--- src/shared/tfs_defines.svh ---
// constants for the typewriter format sequencer: sizes, register offsets,
// field positions and reset values; assumes inclusion by bare name only
`ifndef TFS_DEFINES_SVH
`define TFS_DEFINES_SVH

`define TFS_NPOS       100
`define TFS_LAST_POS   7'h63
`define TFS_NLVL       5
`define TFS_NSTP       5
`define TFS_LAST_IDX   3'h4
`define TFS_NSEL       10
`define TFS_NDIST      8
`define TFS_DFAN       4

`define TFS_OFS_CTRL   32'h0000_0000
`define TFS_OFS_STAT   32'h0000_0004
`define TFS_OFS_SEL    32'h0000_0008

`define TFS_CTRL_TYPE  0
`define TFS_CTRL_ALL   1
`define TFS_CTRL_CLR   2

`define TFS_ST_POS_LSB 0
`define TFS_ST_LVL_LSB 8
`define TFS_ST_STP_LSB 12
`define TFS_ST_USED    16
`define TFS_ST_SCAN    20
`define TFS_ST_SEQ     21
`define TFS_ST_DLY     22
`define TFS_ST_ALL     23

`define TFS_RST_WORD   32'h0000_0000

`endif

--- src/shared/tfs_pkg.sv ---
// types shared by the format sequencer and its bench
// assumes tfs_defines.svh is on the include path
package tfs_pkg;
`include "tfs_defines.svh"

    typedef enum logic [2:0] {MD_IDLE, MD_SCAN, MD_SEQ, MD_DLY, MD_ALL} tfs_mode_e;

    // pulses arriving from the plugboard wiring, one cycle each
    typedef struct packed {
        logic [9:0] ent_tens;
        logic [9:0] ent_units;
        logic [4:0] ent_lvl;
        logic [4:0] ent_stp;
        logic       scan_on;
        logic       seq_on;
        logic       delay_req;
        logic       clear;
        logic       car_ret;
        logic       tab;
        logic       space;
        logic       split_req;
        logic [9:0] pick_up_input;
        logic [9:0] drop_out_input;
    } tfs_plug_in_s;

    // exits back toward the plugboard
    typedef struct packed {
        logic       col_exit_vld;
        logic [6:0] col_exit_pos;
        logic       prog_exit_vld;
        logic [2:0] prog_lvl;
        logic [2:0] prog_stp;
        logic       pause_cycle_out;
        logic [9:0] sel_xfer;
    } tfs_plug_out_s;

    // commands to the typewriter mechanism
    typedef struct packed {
        logic       type_stb;
        logic [6:0] type_pos;
        logic       car_ret;
        logic       tab;
        logic       space;
        logic       stop;
    } tfs_tw_out_s;

endpackage

--- src/design/tfs_top.sv ---
// typewriter format sequencer: position scanner, step sequencer, delay,
// selectors, distributors, carriage commands and an AHB-Lite register slave
// assumes plugboard pulses are synchronous to hclk, one hclk per character
//
// Operation
// - start position loads from one tens pulse with one units pulse
// - loading a start position turns the scanner on by itself
// - active sequencer pulses once per cycle, steps 0-4, levels A-E, wraps
// - first sequencer activation after clear emits A0
// - sequencer runs until scanner-on or a start position load
// - level plus step pulse loads sequencer start and turns it on
// - ten two-position selectors, pick-up transfers common to transfer side
// - picked selector holds until drop-out or clear
// - any control-side pulse may pick up a selector
// - clear stops, returns carriage, drops selectors, scanner 0, sequencer A0
// - clear from a scanner exit types that character first
// - scanner-on gives scanner control and stops the sequencer
// - scanner-on from sequencer: active next cycle, resumes after last position
// - sequencer-on gives sequencer control and stops the scanner
// - sequencer-on from scanner exit types first, then next step or A0
// - carriage return goes to margin; from scanner exit types first
// - tabulate at once from sequencer or delay, after character from scanner; here tab_ff delays it one cycle from every source
// - space advances carriage one, from sequencer, delay or split outputs
// - delay suspends scanner one cycle with pause pulse, then next position
// - distributor passes input to all outputs, never backward or across
// - type request starts scanner at position zero, advancing each cycle; here it starts at the held position, zero after reset, clear or type-all
// - during sequencer or delay scanner exits silent, position held
// - type-all types all 100 positions in order, ignoring other wiring
//
// Decided for this implementation: the AHB-Lite register port and the placing of the registers.
`timescale 1ns/1ps

module tfs_top
    import tfs_pkg::*;
#(
    parameter int NDIST = `TFS_NDIST,
    parameter int DFAN  = `TFS_DFAN
) (
    input  wire logic                    hclk,
    input  wire logic                    hresetn,
    input  wire logic                    hsel,
    input  wire logic [31:0]             haddr,
    input  wire logic [1:0]              htrans,
    input  wire logic                    hwrite,
    input  wire logic [2:0]              hsize,
    input  wire logic [31:0]             hwdata,
    input  wire logic                    hready,
    output logic                         hreadyout,
    output logic                         hresp,
    output logic [31:0]                  hrdata,
    input  wire tfs_plug_in_s            plug_in,
    output tfs_plug_out_s                plug_out,
    output tfs_tw_out_s                  tw_out,
    input  wire logic [NDIST-1:0]        dist_in,
    output logic [NDIST*DFAN-1:0]        dist_out
);

    ////////////////////////////////////////////////////////////////////////
    // elaboration checks

    initial begin
        if (NDIST < 1 || DFAN < 1) begin
            $error("tfs_top: distributor count and fan-out must be positive");
        end
    end

    ////////////////////////////////////////////////////////////////////////
    // declarations

    tfs_mode_e   mode_ff;
    tfs_mode_e   nxt_mode;
    logic [6:0]  pos_ff;
    logic [6:0]  nxt_pos;
    logic [2:0]  lvl_ff;
    logic [2:0]  nxt_lvl;
    logic [2:0]  stp_ff;
    logic [2:0]  nxt_stp;
    logic        used_ff;
    logic        nxt_used;
    logic [9:0]  sel_ff;
    logic        car_ret_ff;
    logic        tab_ff;
    logic        space_ff;
    logic        stop_ff;
    logic        wr_pend_ff;
    logic [31:0] wr_addr_ff;
    logic [31:0] rd_data_ff;
    logic        addr_ph;
    logic        wr_ctrl;
    logic        sw_type;
    logic        sw_all;
    logic        sw_clr;
    logic        clr_any;
    logic        wiring_on;
    logic        col_ent;
    logic        prog_ent;
    logic [6:0]  ent_pos;
    logic [31:0] stat_word;
    logic [31:0] rd_mux;

    // one-hot hub group to index; lowest hub wins if wiring drives two
    function automatic logic [3:0] hub_idx(input logic [9:0] hubs);
        logic [3:0] idx;
        idx = 4'h0;
        for (int i = 9; i >= 0; i--) begin
            if (hubs[i]) begin
                idx = 4'(i);
            end
        end
        return idx;
    endfunction

    ////////////////////////////////////////////////////////////////////////
    // ahb-lite slave: zero wait states, always OKAY

    assign hreadyout = 1'b1;
    assign hresp     = 1'b0;
    assign hrdata    = rd_data_ff;
    assign addr_ph   = hsel & htrans[1] & hready;

    // writes land in the data phase, so keep the address one cycle
    always_ff @(posedge hclk or negedge hresetn) begin
        if (!hresetn) begin
            wr_pend_ff <= 1'b0;
            wr_addr_ff <= `TFS_RST_WORD;
        end else begin
            wr_pend_ff <= addr_ph & hwrite;
            wr_addr_ff <= haddr;
        end
    end

    // control word bits are self-clearing commands, never stored
    assign wr_ctrl = wr_pend_ff && (wr_addr_ff == `TFS_OFS_CTRL);
    assign sw_type = wr_ctrl & hwdata[`TFS_CTRL_TYPE];
    assign sw_all  = wr_ctrl & hwdata[`TFS_CTRL_ALL];
    assign sw_clr  = wr_ctrl & hwdata[`TFS_CTRL_CLR];

    // status snapshot of scanner and sequencer state
    always_comb begin
        stat_word = `TFS_RST_WORD;
        stat_word[`TFS_ST_POS_LSB +: 7] = pos_ff;
        stat_word[`TFS_ST_LVL_LSB +: 3] = lvl_ff;
        stat_word[`TFS_ST_STP_LSB +: 3] = stp_ff;
        stat_word[`TFS_ST_USED]         = used_ff;
        stat_word[`TFS_ST_SCAN]         = (mode_ff == MD_SCAN);
        stat_word[`TFS_ST_SEQ]          = (mode_ff == MD_SEQ);
        stat_word[`TFS_ST_DLY]          = (mode_ff == MD_DLY);
        stat_word[`TFS_ST_ALL]          = (mode_ff == MD_ALL);
    end

    // read decode; unmapped addresses and the command word read zero
    always_comb begin
        if (haddr == `TFS_OFS_STAT) begin
            rd_mux = stat_word;
        end else if (haddr == `TFS_OFS_SEL) begin
            rd_mux = {22'h00_0000, sel_ff};
        end else begin
            rd_mux = `TFS_RST_WORD;
        end
    end

    // read data captured at the address phase, shown in the data phase
    always_ff @(posedge hclk or negedge hresetn) begin
        if (!hresetn) begin
            rd_data_ff <= `TFS_RST_WORD;
        end else if (addr_ph && !hwrite) begin
            rd_data_ff <= rd_mux;
        end
    end

    ////////////////////////////////////////////////////////////////////////
    // wiring qualification

    // type-all shuts out every plugboard pulse; software clear still acts
    assign wiring_on = (mode_ff != MD_ALL);
    assign clr_any   = sw_clr | (plug_in.clear & wiring_on);
    // both hub groups must fire together to form an entry
    assign col_ent   = wiring_on & (|plug_in.ent_tens) & (|plug_in.ent_units);
    assign prog_ent  = wiring_on & (|plug_in.ent_lvl) & (|plug_in.ent_stp);
    // split request is not decoded here; wiring keeps it apart from entries
    // widen before the multiply: a 4-bit product would lose tens of 2 and up
    assign ent_pos   = 7'(hub_idx(plug_in.ent_tens)) * 7'd10
                     + 7'(hub_idx(plug_in.ent_units));

    ////////////////////////////////////////////////////////////////////////
    // scanner, sequencer and delay next state

    always_comb begin
        nxt_mode = mode_ff;
        nxt_pos  = pos_ff;
        nxt_lvl  = lvl_ff;
        nxt_stp  = stp_ff;
        nxt_used = used_ff;
        // free-running advance of whichever unit holds control
        case (mode_ff)
            MD_SCAN, MD_ALL: begin
                nxt_pos = (pos_ff == `TFS_LAST_POS) ? 7'h00 : pos_ff + 7'h01;
            end
            MD_SEQ: begin
                if (stp_ff == `TFS_LAST_IDX) begin
                    nxt_stp = 3'h0;
                    nxt_lvl = (lvl_ff == `TFS_LAST_IDX) ? 3'h0 : lvl_ff + 3'h1;
                end else begin
                    nxt_stp = stp_ff + 3'h1;
                end
            end
            MD_DLY: begin
                nxt_mode = MD_SCAN;       // position already moved on
            end
            default: begin
            end
        endcase
        if (mode_ff == MD_ALL) begin
            // stops after the last of the 100 positions
            if (pos_ff == `TFS_LAST_POS) begin
                nxt_mode = MD_IDLE;
            end
        end else begin
            if (sw_type) begin
                nxt_mode = MD_SCAN;       // starts at zero after clear
                nxt_used = 1'b1;
            end
            if (plug_in.seq_on) begin
                nxt_mode = MD_SEQ;        // held step is the next in order
            end
            if (plug_in.scan_on) begin
                nxt_mode = MD_SCAN;       // scanner emits on the next cycle
                nxt_used = 1'b1;
            end
            if (plug_in.delay_req && mode_ff == MD_SCAN) begin
                nxt_mode = MD_DLY;
            end
            if (prog_ent) begin
                nxt_lvl  = 3'(hub_idx({5'h00, plug_in.ent_lvl}));
                nxt_stp  = 3'(hub_idx({5'h00, plug_in.ent_stp}));
                nxt_mode = MD_SEQ;
            end
            if (col_ent) begin
                nxt_pos  = ent_pos;       // entry also stops the sequencer
                nxt_mode = MD_SCAN;
                nxt_used = 1'b1;
            end
        end
        if (sw_all) begin
            nxt_mode = MD_ALL;
            nxt_pos  = 7'h00;
        end
        // clear acts after the current exit has already typed
        if (clr_any) begin
            nxt_mode = MD_IDLE;
            nxt_pos  = 7'h00;
            nxt_lvl  = 3'h0;              // sequencer restarts at A0
            nxt_stp  = 3'h0;
            nxt_used = 1'b0;
        end
    end

    // control state registers, all on the one character clock
    always_ff @(posedge hclk or negedge hresetn) begin
        if (!hresetn) begin
            mode_ff <= MD_IDLE;
            pos_ff  <= 7'h00;
            lvl_ff  <= 3'h0;
            stp_ff  <= 3'h0;
            used_ff <= 1'b0;
        end else begin
            mode_ff <= nxt_mode;
            pos_ff  <= nxt_pos;
            lvl_ff  <= nxt_lvl;
            stp_ff  <= nxt_stp;
            used_ff <= nxt_used;
        end
    end

    ////////////////////////////////////////////////////////////////////////
    // selectors: any plugboard pulse may drive pick-up

    for (genvar g = 0; g < `TFS_NSEL; g++) begin : g_sel
        // pick-up beats drop-out in the same cycle, clear beats both
        always_ff @(posedge hclk or negedge hresetn) begin
            if (!hresetn) begin
                sel_ff[g] <= 1'b0;
            end else if (clr_any) begin
                sel_ff[g] <= 1'b0;
            end else if (wiring_on && plug_in.pick_up_input[g]) begin
                sel_ff[g] <= 1'b1;
            end else if (wiring_on && plug_in.drop_out_input[g]) begin
                sel_ff[g] <= 1'b0;
            end
        end
    end

    ////////////////////////////////////////////////////////////////////////
    // distributors: one-way fan-out, pure wiring so pulses keep their cycle

    for (genvar d = 0; d < NDIST; d++) begin : g_dist
        assign dist_out[d*DFAN +: DFAN] = {DFAN{dist_in[d]}};
    end

    ////////////////////////////////////////////////////////////////////////
    // carriage commands: registered, so a scanner exit types before them

    always_ff @(posedge hclk or negedge hresetn) begin
        if (!hresetn) begin
            car_ret_ff <= 1'b0;
            tab_ff     <= 1'b0;
            space_ff   <= 1'b0;
            stop_ff    <= 1'b0;
        end else begin
            car_ret_ff <= clr_any | (wiring_on & plug_in.car_ret);
            tab_ff     <= wiring_on & plug_in.tab;
            space_ff   <= wiring_on & plug_in.space;
            stop_ff    <= clr_any;
        end
    end

    ////////////////////////////////////////////////////////////////////////
    // outputs; exits decode straight from state flops, one cycle per step

    // scanner exits fall silent while sequencer or delay holds control
    assign plug_out.col_exit_vld    = (mode_ff == MD_SCAN);
    assign plug_out.col_exit_pos    = pos_ff;
    assign plug_out.prog_exit_vld   = (mode_ff == MD_SEQ);
    assign plug_out.prog_lvl        = lvl_ff;
    assign plug_out.prog_stp        = stp_ff;
    assign plug_out.pause_cycle_out = (mode_ff == MD_DLY);
    assign plug_out.sel_xfer        = sel_ff;

    // type-all types too, but shows no column exit to the wiring
    assign tw_out.type_stb = (mode_ff == MD_SCAN) || (mode_ff == MD_ALL);
    assign tw_out.type_pos = pos_ff;
    assign tw_out.car_ret  = car_ret_ff;
    assign tw_out.tab      = tab_ff;
    assign tw_out.space    = space_ff;
    assign tw_out.stop     = stop_ff;

    // bus size and the upper haddr bits take no part beyond the compare
    logic unused_ok;
    assign unused_ok = &{1'b0, hsize, plug_in.split_req};

endmodule // tfs_top

--- config.mk ---
export PLATFORM = sky130hd
export DESIGN_NAME = tfs_top
export DESIGN_NICKNAME = d
export VERILOG_FILES = /design/src/shared/tfs_pkg.sv /design/src/design/tfs_top.sv
export VERILOG_INCLUDE_DIRS = /design/src /design/src/shared
export SDC_FILE = /design/constraint.sdc
export NUM_CORES = 1
export LEC_CHECK = 0
export BUFFER_PORTS_ARGS = -buffer_cell sky130_fd_sc_hd__buf_2
export CAP_MARGIN = 20
export CORE_MARGIN = 2
export CORE_UTILIZATION = 42
export CTS_CLUSTER_SIZE = 14
export DETAILED_ROUTE_END_ITERATION = 8
export PLACE_DENSITY = 0.82
export SLEW_MARGIN = 20
export SYNTH_ARGS = -nofsm -noshare
export SYNTH_HDL_FRONTEND = slang
export SYNTH_SLANG_ARGS = --single-unit
export TNS_END_PERCENT = 20
--- constraint.sdc ---
create_clock -name hclk -period 2.6 [get_ports hclk]
set_input_delay 0 -clock hclk [delete_from_list [all_inputs] [get_ports hclk]]
set_output_delay 0 -clock hclk [all_outputs]
set_load 0.05 [all_outputs]
==> key figures <==
Synth
  • Top-count cell post-synth: dfrtp_1
  • EDFF count, synth: 0
  • Top_reg_cell synth: dfrtp_1
  • Cell variety after synth: 59
  • Register area share after synthesis: 47.2%
  • Gate Count Post-Synth: 448
  • Number of synthesized register bits: 83
  • Synth top area share: 47.2%
  • Area leader, netlist: dfrtp_1
  • Syn_area_per_cell: 9.83 sq um
  • Most frequent cells after synthesis: dfrtp_1, buf_4, nand2_1, nor2_1, inv_1
  • Asr flop ratio synth: 100%
  • Ys Warns: 0
  • Top cells by area, synth: dfrtp_1, buf_4, a22oi_1
  • Post-Syn Area: 0.00440 sq mm

Clock network
  • TritonCTS buffer count: 9
  • CTS Buffer Depth: 2
  • H-tree depth: 3
  • Clock-pin slew of the registers on the worst-case setup and hold paths: 0.09 ns
  • Sink Count: 83
  • CTS root buffer: clkbuf_8
  • Hold buffer count at cts: 68
  • CTS tree: yes
  • Worst skew pair latency: 0.34 ns
  • CTS resizes: 0
  • Setup bufs post-CTS: 0

Critical path
  • Element type at the critical path end: register
  • Critical path type: reg2reg
  • Crit path DAT: 2.70 ns
  • Critical Path RT: 2.83 ns
  • CP max FO: 30
  • CP max-delay cell: dlygate4sd3_1
  • Worst setup SP type: register
  • Critical path, cell by cell: or3b_2 -> buf_4 -> a22oi_1 -> dlygate4sd3_1 -> nor2_1
  • Critical path's largest stage delay: 0.62 ns

Layout
  • Fillers: 834
  • Area Growth Syn to Fin: 33.8%
  • Final core utilization: 57.6%
  • Post-layout nets: 785
  • Share of cells above drive strength 1: 30.1%
  • Post-Layout Cell Count: 774

GRT
  • All-Layer GR Usage: 23.3%
  • Vias in the first global route: 4296
  • Largest net degree at the start of global routing: 84
  • Global-route wire length before repair: 20600 um
  • Grt total ovfl: 0
  • Initial antenna violation count: 1

Job
  • Max-cap violation count: 0

Die
  • Die H: 106 um
  • Starting density of the core: 43.0%
  • IO Count: 244
  • Die footprint: 0.0113 sq mm
  • FP Rows: 37
  • Die width: 106 um
  • CORE AREA: 0.0102 sq mm

Detailed routing
  • Post-DRT Antenna Nets: 0
  • Vias per std cell: 5.36
  • DRC: 0
  • Vias: 4145
  • Routed length per instance: 16.6 um
  • Total wire length: 12900 um
  • 1st-pass router iterations: 4
  • DR iter-0 viols: 144

Placement
  • Placer congestion estimate: 0.887
  • Hpwl dp: 8490 um
  • Port-buffer cells: 154
  • DP Cell Count: 689

Power and ir drop
  • Leak: 0.00297 uW
  • Pwr Total: 2940 uW
  • PwrDens: 500 mW/mm^2
  • Peak VDD IR: 0.302 mV

STA
  • Slew @ Worst Pin: 0.740 ns
  • Setup Skew: 0.00962 ns
  • Fin crit period: 2.47 ns
  • Final setup vio count: 0
  • Total negative setup slack: 0 ns
  • Relative slew slack: 50.7%
  • Final Slew Violations: 0
  • Fmax: 0.404 GHz
  • Hold Vio Cnt, Final: 0
  • Unrepaired setup endpoints after global routing: no
  • Fin crit share: 95.2%

Outcome
  • Status: complete, no violations

Worst hold path
  • HP Class: in2out
-- stage by stage --
step | instance area [sq um] | worst slack, ns | hold WS (ns)
finish | 5890 | 0.126 | 0.0000693
floorplan | 4450 | 0.242 | -0.296
global route | 5890 | 0.0412 | 0.000296
CTS | 5880 | 0.261 | 0.000896
global placement | 4980 | 0.101 | 0.000896
detailed placement | 4980 | 0.0400 | 0.000896
-- layout make-up --
cell class                      instances  area [sq um]  share of cell area [%]
Sequential cell                        83          2080                    35.3
Multi-Input combinational cell        285          1810                    30.7
Timing Repair Buffer                  232          1530                    26.0
Tap cell                              136           170                    2.89
Clock buffer                            9           124                    2.10
Clock inverter                          7          98.8                    1.68
Inverter                               21          78.8                    1.34
Antenna cell                            1          2.50                  0.0425
-- layer usage --
metal	track usage (%)	part of all wire [%]	vias up
met5	0	0	-
met4	14.8	4.5	0
met3	5.03	6.0	48
met2	42.2	53	186
met1	24.3	36	2028
li1	-	-	1883
-- final timing paths --
check	startpoint	end	slack (ns)	cells after the start
setup / recovery	mode_ff[1]	plug_out[6]	0.13	5
hold / removal	dist_in[1]	dist_out[5]	0.00007	0
setup reg to reg	mode_ff[1]	plug_out[6]	0.13	5
hold reg to reg	used_ff	hrdata[16]	0.50	1
max in group asynchronous	hresetn	lvl_ff[1]	1.82	2
min in group asynchronous	hresetn	wr_addr_ff[17]	0.26	2
-- state kept, by name, summed over array words and instances, names as in the netlist --
signal      cells
wr_addr_ff     32
hrdata         19
plug_out       10
pos_ff          7
lvl_ff          3
mode_ff         3
stp_ff          3
car_ret_ff      1
space_ff        1
stop_ff         1
tab_ff          1
used_ff         1
wr_pend_ff      1
-- report_power, final --
part / leakage (uW) / switching [uW] / total [uW] / internal, uW
Combinational: 0.00180 / 324 / 527 / 203
Sequential: 0.00105 / 40.9 / 1380 / 1340
Clock: 0.000116 / 484 / 1040 / 552
-- layout by cell type (no fill, tap or decap), types with 9 or more instances in the layout --
| cell type | n |
|---|---|
| nor2_1 | 40 |
| buf_4 | 10 |
| dfrtp_1 | 83 |
| a22o_1 | 10 |
| conb_1 | 15 |
| inv_1 | 21 |
| nor4_1 | 18 |
| nor3_1 | 12 |
| buf_2 | 153 |
| ha_1 | 11 |
| a22oi_1 | 20 |
| nand2_1 | 40 |
| clkbuf_8 | 9 |
| dlygate4sd3_1 | 68 |
| a21oi_1 | 18 |
-- critical path: cells and delay by family (launching register included) --
family,cells,cell delay (ns)
AO/OA/AOI/OAI,1,0.29
AND/OR/NAND/NOR,2,0.66
flip-flops,1,0.51
buffers and inverters,2,0.90
-- cells by family (layout without fill, tap and decap cells) --
logic type | Yosys count | in the layout | share of synthesized area [%]
mux | 3 | 3 | 0.682
flops | 83 | 83 | 47.2
xor+xnor | 8 | 8 | 1.59
buf+inv | 93 | 269 | 13.1
other cells | 2 | 16 | 0.171
compound gates | 84 | 84 | 13.6
fa+ha+maj | 13 | 13 | 4.04
simple gates | 162 | 162 | 19.6
(Power assumes the default switching activity.)
